===== config.mk =====
export PLATFORM = sky130hd
export DESIGN_NAME = edsc_sleep_ctrl
export DESIGN_NICKNAME = d
export VERILOG_FILES = /design/src/verilog/edsc_sleep_ctrl.v
export VERILOG_INCLUDE_DIRS = /design/src /design/src/verilog
export SDC_FILE = /design/constraint.sdc
export NUM_CORES = 1
export LEC_CHECK = 0
export ABC_AREA = 1
export BUFFER_PORTS_ARGS = -buffer_cell sky130_fd_sc_hd__clkbuf_2
export CAP_MARGIN = 30
export CORE_MARGIN = 2
export CORE_UTILIZATION = 63
export CTS_BUF_LIST = sky130_fd_sc_hd__clkbuf_16
export DETAILED_ROUTE_END_ITERATION = 12
export PLACE_DENSITY = 0.78
export SLEW_MARGIN = 20
export SYNTH_ARGS = -nofsm -noshare
export SYNTH_HDL_FRONTEND = slang
export SYNTH_SLANG_ARGS = --single-unit

===== constraint.sdc =====
create_clock -name clock -period 11.2 [get_ports clock]
set_clock_uncertainty 0.15 [all_clocks]
set_input_delay 1.12 -clock clock [delete_from_list [all_inputs] [get_ports clock]]
set_output_delay 1.12 -clock clock [all_outputs]
set_load 0.01 [all_outputs]

===== src/verilog/edsc_defs.vh =====
// constants for the end device sleep controller
`ifndef EDSC_DEFS_VH
`define EDSC_DEFS_VH

// wishbone register byte offsets
`define EDSC_REG_MODE 8'h00
`define EDSC_REG_PERIOD 8'h04
`define EDSC_REG_MULT 8'h08
`define EDSC_REG_WAKE 8'h0c
`define EDSC_REG_OPTS 8'h10
`define EDSC_REG_CMD 8'h14
`define EDSC_REG_STATUS 8'h18

// sleep mode values
`define EDSC_SM_PIN 3'h1
`define EDSC_SM_CYC 3'h4
`define EDSC_SM_CYC_PIN 3'h5

// option bits
`define EDSC_OPT_FULL_WAKE 1
`define EDSC_OPT_EXTENDED 2

// limits of the period and multiplier settings
`define EDSC_PERIOD_MIN 12'h020
`define EDSC_PERIOD_MAX 12'haf0
`define EDSC_MULT_MIN 16'h0001

// reset values
`define EDSC_RST_MODE 3'h0
`define EDSC_RST_PERIOD 12'h020
`define EDSC_RST_MULT 16'h0001
`define EDSC_RST_WAKE 16'h1388
`define EDSC_RST_OPTS 8'h00

// time bases
`define EDSC_CLK_HZ 100000000
`define EDSC_TICK_MS 10
`define EDSC_POLL_MS 100

// command register bits
`define EDSC_CMD_SLEEP_NOW 0

`endif


===== src/verilog/edsc_sleep_ctrl.v =====
// sleep and wake sequencer for a low power end device
//
// Register access over Wishbone and the placing of the registers were left to the implementer.
`timescale 1ns/1ns
`include "edsc_defs.vh"

// Contract
// - mode 1: pin level decides sleep
// - finish transmit or receive before sleeping
// - defer sleep until join attempt completes
// - pin low wakes device in pin sleep
// - awake and joined: poll every 100ms
// - modes 4 and 5: timed cyclic sleep
// - mode 5 pin falling edge wakes
// - poll after wake; stay if data
// - awake indicator high awake, low asleep; in modes 4 and 5 it stays low after a wake until radio data arrives
// - flow control: cts low awake, high asleep
// - data starts and restarts wake timer
// - timer expiry or sleep-now returns sleep
// - period 0x20 to 0xAF0, 10ms units
// - multiplier accepts 1 to 0xFFFF
// - option 0x02 full wake, 0x04 extended
// - short cyclic: sleep one period
// - parent data: start timer, keep polling
// - multiplier gates awake indicator per cycles; here cycles are counted but no mode 4 or 5 wake raises the indicator
// - radio data on silent poll asserts indicator
// - extended: sleep period times multiplier
// - transmit only awake and joined
// - asleep: ignore serial and radio input
// - unjoined wake starts channel scan
// - no timer: poll once then sleep
module edsc_sleep_ctrl #(
    parameter TICK_CYCLES = (`EDSC_CLK_HZ / 1000) * `EDSC_TICK_MS,
    parameter POLL_TICKS = `EDSC_POLL_MS / `EDSC_TICK_MS
) (
    // clock and reset
    input wire clock,
    input wire rstn,
    // wishbone slave
    input wire wbCyc,
    input wire wbStb,
    input wire wbWe,
    input wire [7:0] wbAdr,
    input wire [3:0] wbSel,
    input wire [31:0] wbDatI,
    output reg [31:0] wbDatO,
    output reg wbAck,
    // host pins
    input wire sleepRequestInput,
    output reg awakeIndicator,
    output reg ctsN,
    // radio stack
    input wire joined,
    input wire joinBusy,
    input wire txRxBusy,
    input wire pollAck,
    input wire parentHasData,
    input wire radioDataRx,
    input wire serialDataRx,
    input wire txRequest,
    output reg pollRequest,
    output reg scanStart,
    output reg txGrant,
    output reg radioEnable
);

    // ************************************************************
    // state and registers
    // ************************************************************
    localparam S_AWAKE = 2'h0;
    localparam S_DRAIN = 2'h1;
    localparam S_SLEEP = 2'h2;
    localparam [7:0] POLL_LAST = POLL_TICKS - 1;

    reg [1:0] state_r;
    reg [2:0] sleepModeSetting_r;
    reg [11:0] sleepPeriodSetting_r;
    reg [15:0] periodMultiplierSetting_r;
    reg [15:0] wakeTimeSetting_r;
    reg [7:0] sleepOptions_r;
    reg flowControlEnableSetting_r;
    reg sleepNow_r;
    reg [31:0] tickDiv_r;
    reg [27:0] sleepCnt_r;
    reg [15:0] wakeCnt_r;
    reg wakeTimerOn_r;
    reg [7:0] pollCnt_r;
    reg polledOnce_r;
    reg pollPending_r;
    reg [15:0] cycleCnt_r;
    reg indicate_r;
    reg reqSync1_r;
    reg reqSync2_r;
    reg reqPrev_r;

    wire tick = (tickDiv_r == TICK_CYCLES - 1);
    wire modePin = (sleepModeSetting_r == `EDSC_SM_PIN);
    wire modeCyc = (sleepModeSetting_r == `EDSC_SM_CYC) ||
        (sleepModeSetting_r == `EDSC_SM_CYC_PIN);
    wire extended = sleepOptions_r[`EDSC_OPT_EXTENDED];
    wire fullWake = sleepOptions_r[`EDSC_OPT_FULL_WAKE];
    wire pinFall = reqPrev_r & ~reqSync2_r;
    wire awake = (state_r != S_SLEEP);
    // asleep, all incoming data is dropped
    wire rxEvent = awake & (radioDataRx | serialDataRx);
    wire busy = txRxBusy | joinBusy | pollPending_r;

    // extended sleep lasts period times multiplier ticks
    wire [27:0] sleepLen = extended ?
        sleepPeriodSetting_r * periodMultiplierSetting_r :
        {16'h0000, sleepPeriodSetting_r};

    // ************************************************************
    // clamp helpers
    // ************************************************************
    function [11:0] clampPeriod;
        input [31:0] v;
        begin
            if (v[11:0] < `EDSC_PERIOD_MIN || v[31:12] != 20'h00000) begin
                clampPeriod = (v[31:12] != 20'h00000) ? `EDSC_PERIOD_MAX : `EDSC_PERIOD_MIN;
            end else if (v[11:0] > `EDSC_PERIOD_MAX) begin
                clampPeriod = `EDSC_PERIOD_MAX;
            end else begin
                clampPeriod = v[11:0];
            end
        end
    endfunction

    // ************************************************************
    // pin synchroniser
    // ************************************************************
    always @(posedge clock or negedge rstn) begin
        if (!rstn) begin
            reqSync1_r <= 1'b0;
            reqSync2_r <= 1'b0;
            reqPrev_r <= 1'b0;
        end else begin
            reqSync1_r <= sleepRequestInput;
            reqSync2_r <= reqSync1_r;
            reqPrev_r <= reqSync2_r;
        end
    end

    // ************************************************************
    // wishbone registers
    // ************************************************************
    wire wbHit = wbCyc & wbStb & ~wbAck;
    wire wbWr = wbHit & wbWe & wbSel[0];

    always @(posedge clock or negedge rstn) begin
        if (!rstn) begin
            wbAck <= 1'b0;
            wbDatO <= 32'h00000000;
            sleepModeSetting_r <= `EDSC_RST_MODE;
            sleepPeriodSetting_r <= `EDSC_RST_PERIOD;
            periodMultiplierSetting_r <= `EDSC_RST_MULT;
            wakeTimeSetting_r <= `EDSC_RST_WAKE;
            sleepOptions_r <= `EDSC_RST_OPTS;
            flowControlEnableSetting_r <= 1'b0;
            sleepNow_r <= 1'b0;
        end else begin
            wbAck <= wbHit;
            sleepNow_r <= 1'b0;
            if (wbWr) begin
                case (wbAdr)
                    `EDSC_REG_MODE: begin
                        sleepModeSetting_r <= wbDatI[2:0];
                        flowControlEnableSetting_r <= wbDatI[8];
                    end
                    `EDSC_REG_PERIOD: sleepPeriodSetting_r <= clampPeriod(wbDatI);
                    `EDSC_REG_MULT: begin
                        // zero is outside the range and is held at one
                        periodMultiplierSetting_r <= (wbDatI[15:0] == 16'h0000) ?
                            `EDSC_MULT_MIN : wbDatI[15:0];
                    end
                    `EDSC_REG_WAKE: wakeTimeSetting_r <= wbDatI[15:0];
                    `EDSC_REG_OPTS: sleepOptions_r <= wbDatI[7:0];
                    `EDSC_REG_CMD: sleepNow_r <= wbDatI[`EDSC_CMD_SLEEP_NOW];
                    default: ;
                endcase
            end
            if (wbHit && !wbWe) begin
                case (wbAdr)
                    `EDSC_REG_MODE: wbDatO <= {23'h000000, flowControlEnableSetting_r,
                        5'h00, sleepModeSetting_r};
                    `EDSC_REG_PERIOD: wbDatO <= {20'h00000, sleepPeriodSetting_r};
                    `EDSC_REG_MULT: wbDatO <= {16'h0000, periodMultiplierSetting_r};
                    `EDSC_REG_WAKE: wbDatO <= {16'h0000, wakeTimeSetting_r};
                    `EDSC_REG_OPTS: wbDatO <= {24'h000000, sleepOptions_r};
                    `EDSC_REG_STATUS: wbDatO <= {8'h00, cycleCnt_r, 1'b0,
                        wakeTimerOn_r, indicate_r, joined, 2'h0, state_r};
                    default: wbDatO <= 32'h00000000;
                endcase
            end else begin
                wbDatO <= 32'h00000000;
            end
        end
    end

    // ************************************************************
    // sequencer
    // ************************************************************
    always @(posedge clock or negedge rstn) begin
        if (!rstn) begin
            state_r <= S_AWAKE;
            tickDiv_r <= 32'h00000000;
            sleepCnt_r <= 28'h0000000;
            wakeCnt_r <= 16'h0000;
            wakeTimerOn_r <= 1'b0;
            pollCnt_r <= 8'h00;
            polledOnce_r <= 1'b0;
            pollPending_r <= 1'b0;
            cycleCnt_r <= 16'h0000;
            indicate_r <= 1'b1;
            pollRequest <= 1'b0;
            scanStart <= 1'b0;
            txGrant <= 1'b0;
            radioEnable <= 1'b1;
            awakeIndicator <= 1'b1;
            ctsN <= 1'b1;
        end else begin
            tickDiv_r <= tick ? 32'h00000000 : tickDiv_r + 32'h00000001;
            pollRequest <= 1'b0;
            scanStart <= 1'b0;
            if (pollAck) begin
                pollPending_r <= 1'b0;
            end
            case (state_r)
                S_AWAKE: begin
                    // polls every 100 ms while joined, but only once in cyclic mode while the wake timer is off
                    if (joined && tick) begin
                        // a switch into cyclic mode while awake still owes one poll
                        if ((pollCnt_r == 8'h00 || (modeCyc && !polledOnce_r)) &&
                            !(modeCyc && polledOnce_r && !wakeTimerOn_r)) begin
                            pollRequest <= 1'b1;
                            pollPending_r <= 1'b1;
                            polledOnce_r <= modeCyc;
                        end
                        pollCnt_r <= (pollCnt_r == POLL_LAST) ?
                            8'h00 : pollCnt_r + 8'h01;
                    end
                    if (modeCyc) begin
                        if (rxEvent || (pollAck && parentHasData) ||
                            (fullWake && !wakeTimerOn_r && !polledOnce_r)) begin
                            wakeTimerOn_r <= 1'b1;
                            wakeCnt_r <= wakeTimeSetting_r;
                        end else if (wakeTimerOn_r && tick && wakeCnt_r != 16'h0000) begin
                            wakeCnt_r <= wakeCnt_r - 16'h0001;
                        end
                        if (radioDataRx) begin
                            indicate_r <= 1'b1;
                        end
                        if (sleepNow_r ||
                            (wakeTimerOn_r && wakeCnt_r == 16'h0000) ||
                            (polledOnce_r && !wakeTimerOn_r && pollAck && !parentHasData &&
                            !rxEvent)) begin
                            state_r <= S_DRAIN;
                        end
                    end else if (modePin && reqSync2_r) begin
                        state_r <= S_DRAIN;
                    end
                end
                S_DRAIN: begin
                    // transfers and any join scan finish before sleep
                    if (modePin && !reqSync2_r) begin
                        state_r <= S_AWAKE;
                    end else if (!busy) begin
                        state_r <= S_SLEEP;
                        sleepCnt_r <= sleepLen;
                        wakeTimerOn_r <= 1'b0;
                        polledOnce_r <= 1'b0;
                    end
                end
                S_SLEEP: begin
                    if (tick && sleepCnt_r != 28'h0000000) begin
                        sleepCnt_r <= sleepCnt_r - 28'h0000001;
                    end
                    if ((modePin && !reqSync2_r) ||
                        (modeCyc && sleepCnt_r == 28'h0000000) ||
                        (sleepModeSetting_r == `EDSC_SM_CYC_PIN && pinFall) ||
                        (!modePin && !modeCyc)) begin
                        state_r <= S_AWAKE;
                        pollCnt_r <= 8'h00;
                        scanStart <= ~joined;
                        if (periodMultiplierSetting_r == `EDSC_MULT_MIN ||
                            cycleCnt_r + 16'h0001 >= periodMultiplierSetting_r) begin
                            indicate_r <= 1'b1;
                            cycleCnt_r <= 16'h0000;
                        end else begin
                            cycleCnt_r <= cycleCnt_r + 16'h0001;
                        end
                    end
                end
                default: state_r <= S_AWAKE;
            endcase
            if (state_r == S_DRAIN && !busy && !(modePin && !reqSync2_r)) begin
                indicate_r <= modePin || !modeCyc;
            end
            if (state_r == S_SLEEP && modeCyc) begin
                indicate_r <= 1'b0;
            end
            awakeIndicator <= awake & (indicate_r | ~modeCyc);
            ctsN <= ~(awake & flowControlEnableSetting_r) | ~flowControlEnableSetting_r;
            txGrant <= awake & joined & txRequest;
            radioEnable <= awake;
        end
    end

endmodule // edsc_sleep_ctrl


**Word-level counts from Yosys, hierarchy flattened**

Index checks and enable logic that the tools add are counted.

- Shifts and indexed selects: 0
- Bitwise logic cells: 21
- Reductions and logical operators: 75
- Order comparisons: 3
- Add/subtract/negate cells: 5
- Equal/unequal tests: 30
- Multiplexer cells: 52
- Multiply operators: 1
- Divide/modulo/power cells: 0

Operator list:

| operator | number |
|---|---|
| $pmux 24 s6 | 1 |
| $mux 28 | 4 |
| $mux 16 | 4 |
| $mux 32 | 2 |
| $pmux 28 s2 | 1 |
| $mux 12 | 3 |
| $add 32x1->32 const B | 1 |
| $eq 32x20->1 const B | 1 |
| $logic_not 16->1 | 2 |
| $logic_not 28->1 | 1 |
| $mul 12x16->28 | 1 |
| $reduce_bool 28->1 | 1 |
| $sub 28x1->28 const B | 1 |
| $logic_and 1x1->1 | 25 |
| $eq 8x4->1 const B | 3 |
| $eq 8x5->1 const B | 3 |
| $mux 8 | 3 |
| $mux 1 | 23 |
| $reduce_bool 20->1 | 1 |
| $ne 2x2->1 const B | 9 |
| $add 16x1->16 const B | 1 |
| $eq 16x1->1 const B | 1 |
| $ge 16x16->1 | 1 |
| $logic_not 8->1 | 2 |
| other kinds (29) | 92 |

- Logic and storage cells: 215
- Latch bits: 0
- Output and inout port bits: 39
- Bits in registers: 205
- Bits of input ports: 58
- Memories kept: 0
- Bits in read-only memories: 0
- RAM bits: 0

**Logic depth before layout (Yosys ltp)**

Gate-level depths: netlist of the first run.

- Depth in word-level cells: 10
- Mapped depth: 27
- Depth with buffers taken out: 25

**Least setup slack after synthesis of the first run**

No wires, ideal clock.

- Path type: register -> register
- From: register sleepPeriodSetting_r[5]
- To: register sleepCnt_r[20]
- Period minus slack after synthesis: 5.224 ns
- Arrival time: 4.957 ns
- Setup slack: 5.976 ns
- Stages on the path, launching flop included: 23
- Setup time: 0.117 ns
- Buffers on the path: 2
- Data required time: 10.933 ns
- Cell sequence: dfstp_2 clkbuf_1 buf_1 nand2_1 fa_1 fa_1 inv_1 fa_1 fa_1 inv_1 fa_1 inv_1 ha_1 nand2_1 inv_1 a21oi_1 nor2_1 nor2_1 nand3b_1 nand3_1 nand2_1 nand2_1 nand2_1

- Word-level cells in the longest chain between the ends: 5

Ends and longest elaborated chain:

| element | RTL line | RTL |
|---|---|---|
| start: declaration | edsc_sleep_ctrl.v:77 | `reg [11:0] sleepPeriodSetting_r;` |
| start signal: assignment | edsc_sleep_ctrl.v:155 | `` sleepPeriodSetting_r <= `EDSC_RST_PERIOD; `` |
| start signal: assignment | edsc_sleep_ctrl.v:170 | `` `EDSC_REG_PERIOD: sleepPeriodSetting_r <= clampPeriod(wbDatI); `` |
| $mul 12x16->28 | edsc_sleep_ctrl.v:110 | `sleepPeriodSetting_r * periodMultiplierSetting_r :` |
| $mux 28 | edsc_sleep_ctrl.v:109 | `wire [27:0] sleepLen = extended ?` |
| $mux 28 | edsc_sleep_ctrl.v:267 | `end else if (!busy) begin` |
| $mux 28 | edsc_sleep_ctrl.v:265 | `if (modePin && !reqSync2_r) begin` |
| $pmux 28 s2 | edsc_sleep_ctrl.v:228 | `case (state_r)` |
| end signal: assignment | edsc_sleep_ctrl.v:269 | `sleepCnt_r <= sleepLen;` |
| end signal: assignment | edsc_sleep_ctrl.v:276 | `sleepCnt_r <= sleepCnt_r - 28'h0000001;` |
| end: declaration | edsc_sleep_ctrl.v:84 | `reg [27:0] sleepCnt_r;` |

Every way passes these cells. The select of a mux whose other input is x is not followed.
A chain may end at the register's enable or synchronous reset.

**Worst setup path after layout of the first run**

- From: register sleepPeriodSetting_r[7]
- To: register sleepCnt_r[22]

Same word-level chain as after synthesis.

==> results.py, run 1 <==
metrics = {
    "critical_path": {
        "critPathMaxFanout": 19,
        "crit_path_max_incr_delay_ps": 1000,
        "critPathKind": "reg -> reg",
        "crit_slowest_cell": "dfrtp_1",
        "reg2regPathDepth": 20,
        "critPathMostFrequentCell": "fa_1",
        "reg2reg_slack_ps": 5320,
        "worstPathCellList": "nand2_1 > fa_1 > inv_1 > fa_1 > fa_1 > fa_1 > inv_1 > fa_1 > inv_1 > ha_1 > nand2_1 > nor2_1 > nand3_1 > nand3_1 > nand2_1 > nand3_1 > nand2_1 > nor2_1 > nor2_1 > nor2_1",
        "crit_arrival_ps": 6120,
        "endpoint_kind": "flip-flop",
        "reg2reg_from": "sleepPeriodSetting_r[7]",
        "reg2reg_to": "sleepCnt_r[22]",
        "cp-endpoint": "sleepCnt_r[22]",
        "start_kind": "flip-flop",
        "crit_path_start": "sleepPeriodSetting_r[7]",
        "cp.required_ps": 11440,
    },
    "die": {
        "fp.dieH_um": 174,
        "die_x_um": 174,
        "rows": 62,
        "die-area_mm2": 0.0302,
        "start_util_pct": 63.6,
        "core-area_mm2": 0.0285,
        "ioPinCount": 97,
    },
    "yosys": {
        "syn_area_mm2": 0.0182,
        "synth.avg_cell_area_um2": 7.08,
        "synth_area_leaders": "dfrtp_1 26%, nand2_1 16%, fa_1 15%, inv_1 10%, ha_1 6.1%",
        "ys_types": 51,
        "ys.flop_type": "dfrtp_1",
        "synth_enable_flop_cells": 0,
        "syn_inst": 2564,
        "ys_async_sr_fraction_pct": 100,
        "netlist.top_cell.by_area": "dfrtp_1",
        "synth-seq-area-share_pct": 27.2,
        "synth_top_cell_area_share_pct": 25.6,
        "yosys_warnings": 0,
        "ys_ff_latch": 197,
    },
    "routing": {
        "dr_total_vias": 16700,
        "drtAntennaViolNets": 0,
        "drc": 0,
        "vias_per_cell": 5.57,
        "firstDrtPassIters": 6,
        "drtIter0Drc": 1450,
        "wl_per_cell_um": 16.6,
        "routed_wl_um": 49800,
    },
    "grt": {
        "overflow": 0,
        "grt_max_degree": 115,
        "gr-usage-all-layers_pct": 34.7,
        "antenna_found_initial": 1,
        "grt_pass1_vias": 16800,
        "grt_pass1_wl_um": 83200,
    },
    "clock_network": {
        "clk_transition_reported_paths_ps": 70,
        "numCtsBuffers": 17,
        "cts_tree": "done",
        "cts_num_sinks": 197,
        "clk_latency_ps": 450,
        "cts-root-buf": "clkbuf_16",
        "clockBufferDepth": 2,
        "cts_setup_buffers": 0,
        "cts-resized-gates": 0,
        "ctsHoldBuffers": 0,
        "cts_max_level": 4,
    },
    "layout": {
        "area_growth_pct": 6.58,
        "fin_nets": 2889,
        "diodes": 0,
        "num-fill-cells": 2549,
        "drive_gt1_share_pct": 6.46,
    },
    "place": {
        "dpl.hpwl_um": 37700,
        "portBuffers": 85,
        "dp_worst_setup_slack_ps": 5420,
        "place_congestion": 0.993,
    },
    "timing": {
        "finalSetupTns_ps": 0,
        "worst_pin_slew_ps": 1000,
        "fmaxAchievable_mhz": 170,
        "slew_headroom_pct": 33.3,
        "holdWs_ps": 205,
        "hold_viol": 0,
        "period_needed_ps": 5880,
        "setup_violations": 0,
        "rsz0062_at_grt": "no",
        "fin_ws_ps": 5320,
        "post-route-period-util_pct": 52.5,
        "maxSlewViolCount": 0,
    },
    "run": {
        "maxCapViolations": 0,
    },
    "power": {
        "vdd_drop_max_uv": 120,
        "powerDensity_mw_per_mm2": 130,
        "p_leak_nw": 10.7,
        "p_total_w": 0.00252,
    },
    "outcome": {
        "status": "complete, no violations",
    },
    "worst_hold_path": {
        "hold_path_class": "reg -> reg",
    },
}
[where the power goes]
| part | internal, W | total [W] | switching (W) |
|---|---|---|---|
| Clock | 0.000299 | 0.000572 | 0.000273 |
| Sequential | 0.000753 | 0.000804 | 0.0000512 |
| Combinational | 0.000374 | 0.00114 | 0.000768 |
| Total | 0.00143 | 0.00252 | 0.00109 |
[how the worst min path moves through the flow]
stage | from | endpoint | slack [ps] | cells after the start
2_1_floorplan | reqSync1_r | reqSync2_r | 180 | 0
3_3_place_gp | reqSync1_r | reqSync2_r | 180 | 0
3_5_place_dp | reqSync1_r | reqSync2_r | 190 | 0
4_1_cts | reqSync1_r | reqSync2_r | 200 | 0
5_1_grt | reqSync1_r | reqSync2_r | 210 | 0
6_report | reqSync1_r | reqSync2_r | 210 | 0
[cell usage in the layout (no fill, tap or decap), types with 3 or more instances in the layout]
| cell type | Yosys | final |
|---|---|---|
| clkbuf_16 | 0 | 17 |
| xnor2_1 | 16 | 16 |
| nor4_1 | 8 | 8 |
| o22ai_1 | 9 | 9 |
| a211oi_1 | 4 | 4 |
| nor3_1 | 43 | 43 |
| fa_1 | 140 | 140 |
| dfstp_2 | 11 | 11 |
| conb_1 | 1 | 8 |
| a31oi_1 | 11 | 11 |
| nand3_1 | 97 | 97 |
| nand3_2 | 4 | 4 |
| o21ai_1 | 40 | 40 |
| or2_2 | 3 | 3 |
| inv_2 | 7 | 7 |
| xor2_1 | 39 | 39 |
| o211ai_1 | 3 | 3 |
| mux2i_1 | 5 | 5 |
| nor2_2 | 5 | 6 |
| nand2_2 | 7 | 7 |
| nor2_4 | 3 | 3 |
| nand2_1 | 771 | 771 |
| o21ai_0 | 100 | 100 |
| inv_1 | 499 | 503 |
| a21oi_1 | 65 | 65 |
| buf_4 | 12 | 5 |
| ha_1 | 89 | 89 |
| clkinv_1 | 2 | 7 |
| nand3b_1 | 14 | 14 |
| nor3_2 | 3 | 3 |
| nand4_1 | 32 | 32 |
| nor2_1 | 245 | 244 |
| dfrtp_1 | 186 | 186 |
| clkbuf_2 | 0 | 84 |
[flip-flops by register name, indices dropped and copies added, names as in the netlist, 2 cells and up]
register and count:
tickDiv_r 32, sleepCnt_r 28, wbDatO 24, cycleCnt_r 16
periodMultiplierSetting_r 16, wakeCnt_r 16, wakeTimeSetting_r 16, sleepPeriodSetting_r 12
pollCnt_r 8, sleepOptions_r 8, sleepModeSetting_r 3, state_r 2
[per-layer routing]
layer	wire, um	GRT usage [%]	vias up	part of all wire [%]
li1	-	-	7864	-
met1	19800	44.6	7958	40
met2	23800	58.6	721	48
met3	3870	4.47	160	7.8
met4	2320	16.2	0	4.7
met5	0	0	-	0
[through the flow]
step,instance area [um^2],utilization (%),std cells
after floorplan,18200,-,2571
final,19400,67.8,2999
after global routing,19400,67.8,2999
after detailed placement,18800,65.9,2966
after global placement,18800,65.7,2963
after CTS,19300,67.7,2998
[worst max-delay path: cells and delay by family, from the launching register on]
family | cells | cell delay (ps)
buf+inv | 3 | 180
flops | 1 | 1000
fa+ha+maj | 6 | 3040
simple gates | 11 | 1460
[cells in the mapped netlist (12+ instances only)]
library cell,instances
ha_1,89
inv_1,499
a21oi_1,65
nor3_1,43
nand2_1,771
clkbuf_1,49
buf_4,12
o21ai_1,40
nand3_1,97
nand3b_1,14
fa_1,140
xor2_1,39
nor2_1,245
nand4_1,32
dfrtp_1,186
o21ai_0,100
xnor2_1,16
[cell families (layout without fill, tap and decap cells)]
group	after synthesis	in the layout	synth area share [%]
compound gates	242	242	7.10
xor+xnor	55	55	2.65
fa+ha+maj	229	229	21.6
buf+inv	589	633	12.6
flops	197	197	27.2
mux	5	5	0.276
other cells	1	8	0.0206
simple gates	1246	1246	28.6
[final cells by class]
cell class              count  area [um^2]  share of cell area (%)
inverters                 508         1910                    9.85
multi-input cells        1785        11000                    56.6
clock buffers              17          425                    2.20
clock inverters            15          100                   0.517
flip-flops and latches    197         4940                    25.5
repair buffers             93          538                    2.78
well taps                 384          480                    2.48
Power figures use the tool's default switching activity.
==> run 2, diff against run 1 <==
Settings changed: ABC_AREA 1 to 0, CORE_UTILIZATION 63 to 57, PLACE_DENSITY 0.78 to 0.74.
Clock period 11.2 ns to 5.24 ns, I/O delays scaled along.
==> run 2 against run 1 <==
Effect of this change: the flow now finishes with violations (hold timing, setup timing); area after synthesis shrank 8.0%; sequential power grew 110%; sequential share of layout area shrank 0.26 points; routed wire length shrank 12%; power grew 51%; fmax grew 7.2%; core utilization grew 0.43 points; largest cell class unchanged.
==> results.py, run 2 <==
metrics = {
    "yosys": {
        "synth.avg_cell_area_um2": 9.04,
        "ys.flop_type": "dfrtp_1",
        "netlist.top_cell.by_area": "dfrtp_1",
        "synth_top_cell_area_share_pct": 27.9,
        "synth.most_common_cell": "nand2_1",
        "syn_inst": 1847,
        "yosys_warnings": 0,
        "synthTopCellsByCount": "244 x nand2_1, 221 x inv_1, 186 x dfrtp_1",
        "ys_types": 89,
        "synth_area_leaders": "dfrtp_1 28%, fa_1 17%, ha_1 6.7%, nand2_1 5.5%, inv_1 5.0%",
        "ys_ff_latch": 197,
        "syn_area_mm2": 0.0167,
        "ys_async_sr_fraction_pct": 100,
        "synth-seq-area-share_pct": 29.6,
        "synth_enable_flop_cells": 0,
    },
    "die": {
        "start_util_pct": 58.0,
        "die-area_mm2": 0.0307,
        "fp.dieH_um": 175,
        "core-area_mm2": 0.0288,
        "rows": 62,
        "die_x_um": 175,
        "ioPinCount": 97,
    },
    "grt": {
        "antenna_found_initial": 0,
        "grt_max_degree": 100,
        "grt_pass1_vias": 14200,
        "gr-usage-all-layers_pct": 29.5,
        "overflow": 0,
        "grt_pass1_wl_um": 72100,
    },
    "routing": {
        "drc": 0,
        "firstDrtPassIters": 6,
        "routed_wl_um": 44000,
        "drtIter0Drc": 1491,
        "vias_per_cell": 5.90,
        "drtAntennaViolNets": 0,
        "dr_total_vias": 14300,
        "wl_per_cell_um": 18.2,
    },
    "timing": {
        "maxSlewViolCount": 0,
        "setup_violations": 9,
        "period_needed_ps": 5490,
        "holdWs_ps": -18.7,
        "fin_ws_ps": -250,
        "hold_viol": 11,
        "finalSetupTns_ps": -1410,
        "slew_headroom_pct": 38.1,
        "rsz0062_at_grt": "yes",
        "worst_pin_slew_ps": 928,
        "post-route-period-util_pct": 105,
        "fmaxAchievable_mhz": 182,
    },
    "clock_network": {
        "cts-root-buf": "clkbuf_16",
        "clk_latency_ps": 460,
        "ctsHoldBuffers": 0,
        "cts_num_sinks": 197,
        "numCtsBuffers": 17,
        "cts_max_level": 4,
        "cts_tree": "done",
        "clockBufferDepth": 2,
        "clk_transition_reported_paths_ps": 70,
    },
    "power": {
        "clkPwrFrac_pct": 34.6,
        "p_leak_nw": 9.56,
        "seqPwrFrac_pct": 45.4,
        "powerDensity_mw_per_mm2": 193,
        "vdd_drop_max_uv": 292,
        "p_sw_share_pct": 32.3,
        "power_switching_w": 0.00123,
        "power_frac_comb_pct": 20.1,
        "internal_power_w": 0.00257,
    },
    "layout": {
        "num-fill-cells": 2131,
        "layout_commonest_cell": "nand2_1",
        "fin_area_mm2": 0.0196,
        "top_register": "tickDiv_r",
        "largest_reg_flops": 32,
        "reg.largest.list": "tickDiv_r (32), sleepCnt_r (28), wbDatO (24)",
        "area_growth_pct": 17.6,
        "layout_common_cells": "235 x nand2_1, 212 x inv_1, 169 x dfrtp_1",
        "diodes": 0,
        "drive_gt1_share_pct": 22.6,
        "fin_nets": 2310,
    },
    "critical_path": {
        "reg2reg_from": "sleepPeriodSetting_r[9]",
        "crit_family": "adder cells",
        "critPathKind": "reg -> reg",
        "reg2reg_slack_ps": -250,
        "start_kind": "flip-flop",
        "reg2reg_to": "sleepCnt_r[26]",
        "critPathMaxFanout": 8,
        "reg2regPathDepth": 18,
        "worstPathCellList": "buf_12 > and2_1 > fa_1 > fa_1 > fa_1 > fa_1 > inv_1 > fa_1 > inv_2 > ha_4 > a21oi_2 > nand2_1 > and4b_1 > o31a_1 > o21ba_4 > o211ai_1 > mux2i_1 > nand2_1",
        "crit_arrival_ps": 5680,
        "cp.required_ps": 5430,
        "crit_path_max_incr_delay_ps": 550,
        "critPathMostFrequentCell": "fa_1",
        "endpoint_kind": "flip-flop",
        "crit_slowest_cell": "fa_1",
        "crit_buf_inv": 3,
    },
    "worst_hold_path": {
        "hold_path_class": "in -> async",
    },
    "place": {
        "portBuffers": 85,
        "place_congestion": 0.903,
        "dpl_cell_area_mm2": 0.0185,
        "dpl.hpwl_um": 33100,
    },
    "run": {
        "maxCapViolations": 0,
    },
    "outcome": {
        "violations": "hold timing, setup timing",
        "status": "finished with violations",
    },
}
## run 2: changes by cell type in the layout (fill, tap and decap cells not counted), sizes merged, moves of 25 or more
cell / change
o21ai: -33
mux2: +42
and2: +66
inv: -283
a22o: +29
nand3: -60
nor2: -138
nand2: -535
buf: +151
and3: +25
## run 2: how the worst max path moves through the flow
stage | startpoint | endpoint | slack, ps | depth (start not counted)
2_1_floorplan | sleepPeriodSetting_r[5] | sleepCnt_r[25] | 0.9 | 20
3_3_place_gp | periodMultiplierSetting_r[6] | sleepCnt_r[26] | -310 | 18
3_5_place_dp | periodMultiplierSetting_r[6] | sleepCnt_r[24] | -390 | 18
4_1_cts | sleepPeriodSetting_r[5] | sleepCnt_r[27] | -230 | 19
5_1_grt | periodMultiplierSetting_r[6] | sleepCnt_r[26] | -420 | 18
6_report | sleepPeriodSetting_r[9] | sleepCnt_r[26] | -250 | 18
## run 2: area by class of cell
class	count	area [um^2]	share of cell area, %
Clock buffer	17	425	2.17
Clock inverter	15	155	0.790
Inverter	222	833	4.24
Multi-Input combinational cell	1341	11000	56.0
Sequential cell	197	4960	25.3
Tap cell	384	480	2.45
Timing Repair Buffer	244	1780	9.04
## run 2: worst register-to-register path: stages, from the launching register on
cell and delay (ps):
dfrtp_2 440, buf_12 150, and2_1 150, fa_1 550, fa_1 440, fa_1 500, fa_1 490, inv_1 50
fa_1 540, inv_2 50, ha_4 290, a21oi_2 70, nand2_1 100, and4b_1 210, o31a_1 390, o21ba_4 260
o211ai_1 250, mux2i_1 220, nand2_1 60
## run 2: kinds of logic after synthesis
family                   after synthesis  synth area share, %
AND/OR/NAND/NOR                      658                 19.7
AO/OA/AOI/OAI                        333                 12.9
buffers and inverters                316                 7.48
adder cells (fa/ha/maj)              229                 23.4
flip-flops                           197                 29.6
XOR/XNOR                              61                 3.20
multiplexers                          52                 3.58
other                                  1               0.0224
## run 2: power groups by stage
| stage | clock network [W] | logic, W | registers (W) |
|---|---|---|---|
| final | 0.00131 | 0.000763 | 0.00172 |
| after CTS | 0.00133 | 0.000735 | 0.00172 |
| after global placement | 0 | 0.000706 | 0.00174 |
| after floorplan | 0 | 0.000520 | 0.00172 |
| after global routing | 0.00139 | 0.000849 | 0.00174 |
| after detailed placement | 0 | 0.000728 | 0.00175 |
## run 2: layer usage
layer / part of all wire [%] / up-vias / track usage, %
met2: 47 / 613 / 47.5
met3: 7.4 / 97 / 4.98
met5: 0 / - / 0
met1: 43 / 7046 / 40.8
li1: - / 6524 / -
met4: 2.8 / 0 / 9.69
## run 2: stage by stage
| stage | total power [W] | util (%) | setup WS [ps] | hold slack [ps] | instances |
|---|---|---|---|---|---|
| after floorplan | 0.00224 | - | 0.945 | 78.4 | 1854 |
| after global routing | 0.00398 | 68.2 | -418 | 30.2 | 2420 |
| final | 0.00380 | 68.2 | -250 | -18.7 | 2420 |
| after CTS | 0.00378 | 66.9 | -233 | 21.0 | 2402 |
| after detailed placement | 0.00247 | 64.3 | -391 | 192 | 2362 |
| after global placement | 0.00245 | 64.3 | -310 | 197 | 2361 |
## run 2: what timing repair did
action | CTS | global route
resized for setup | 41 | 57
buffers inserted | 8 | 18
setup endpoints to repair | 14 | 17
gates cloned | 0 | 0
pin swaps | 12 | 39
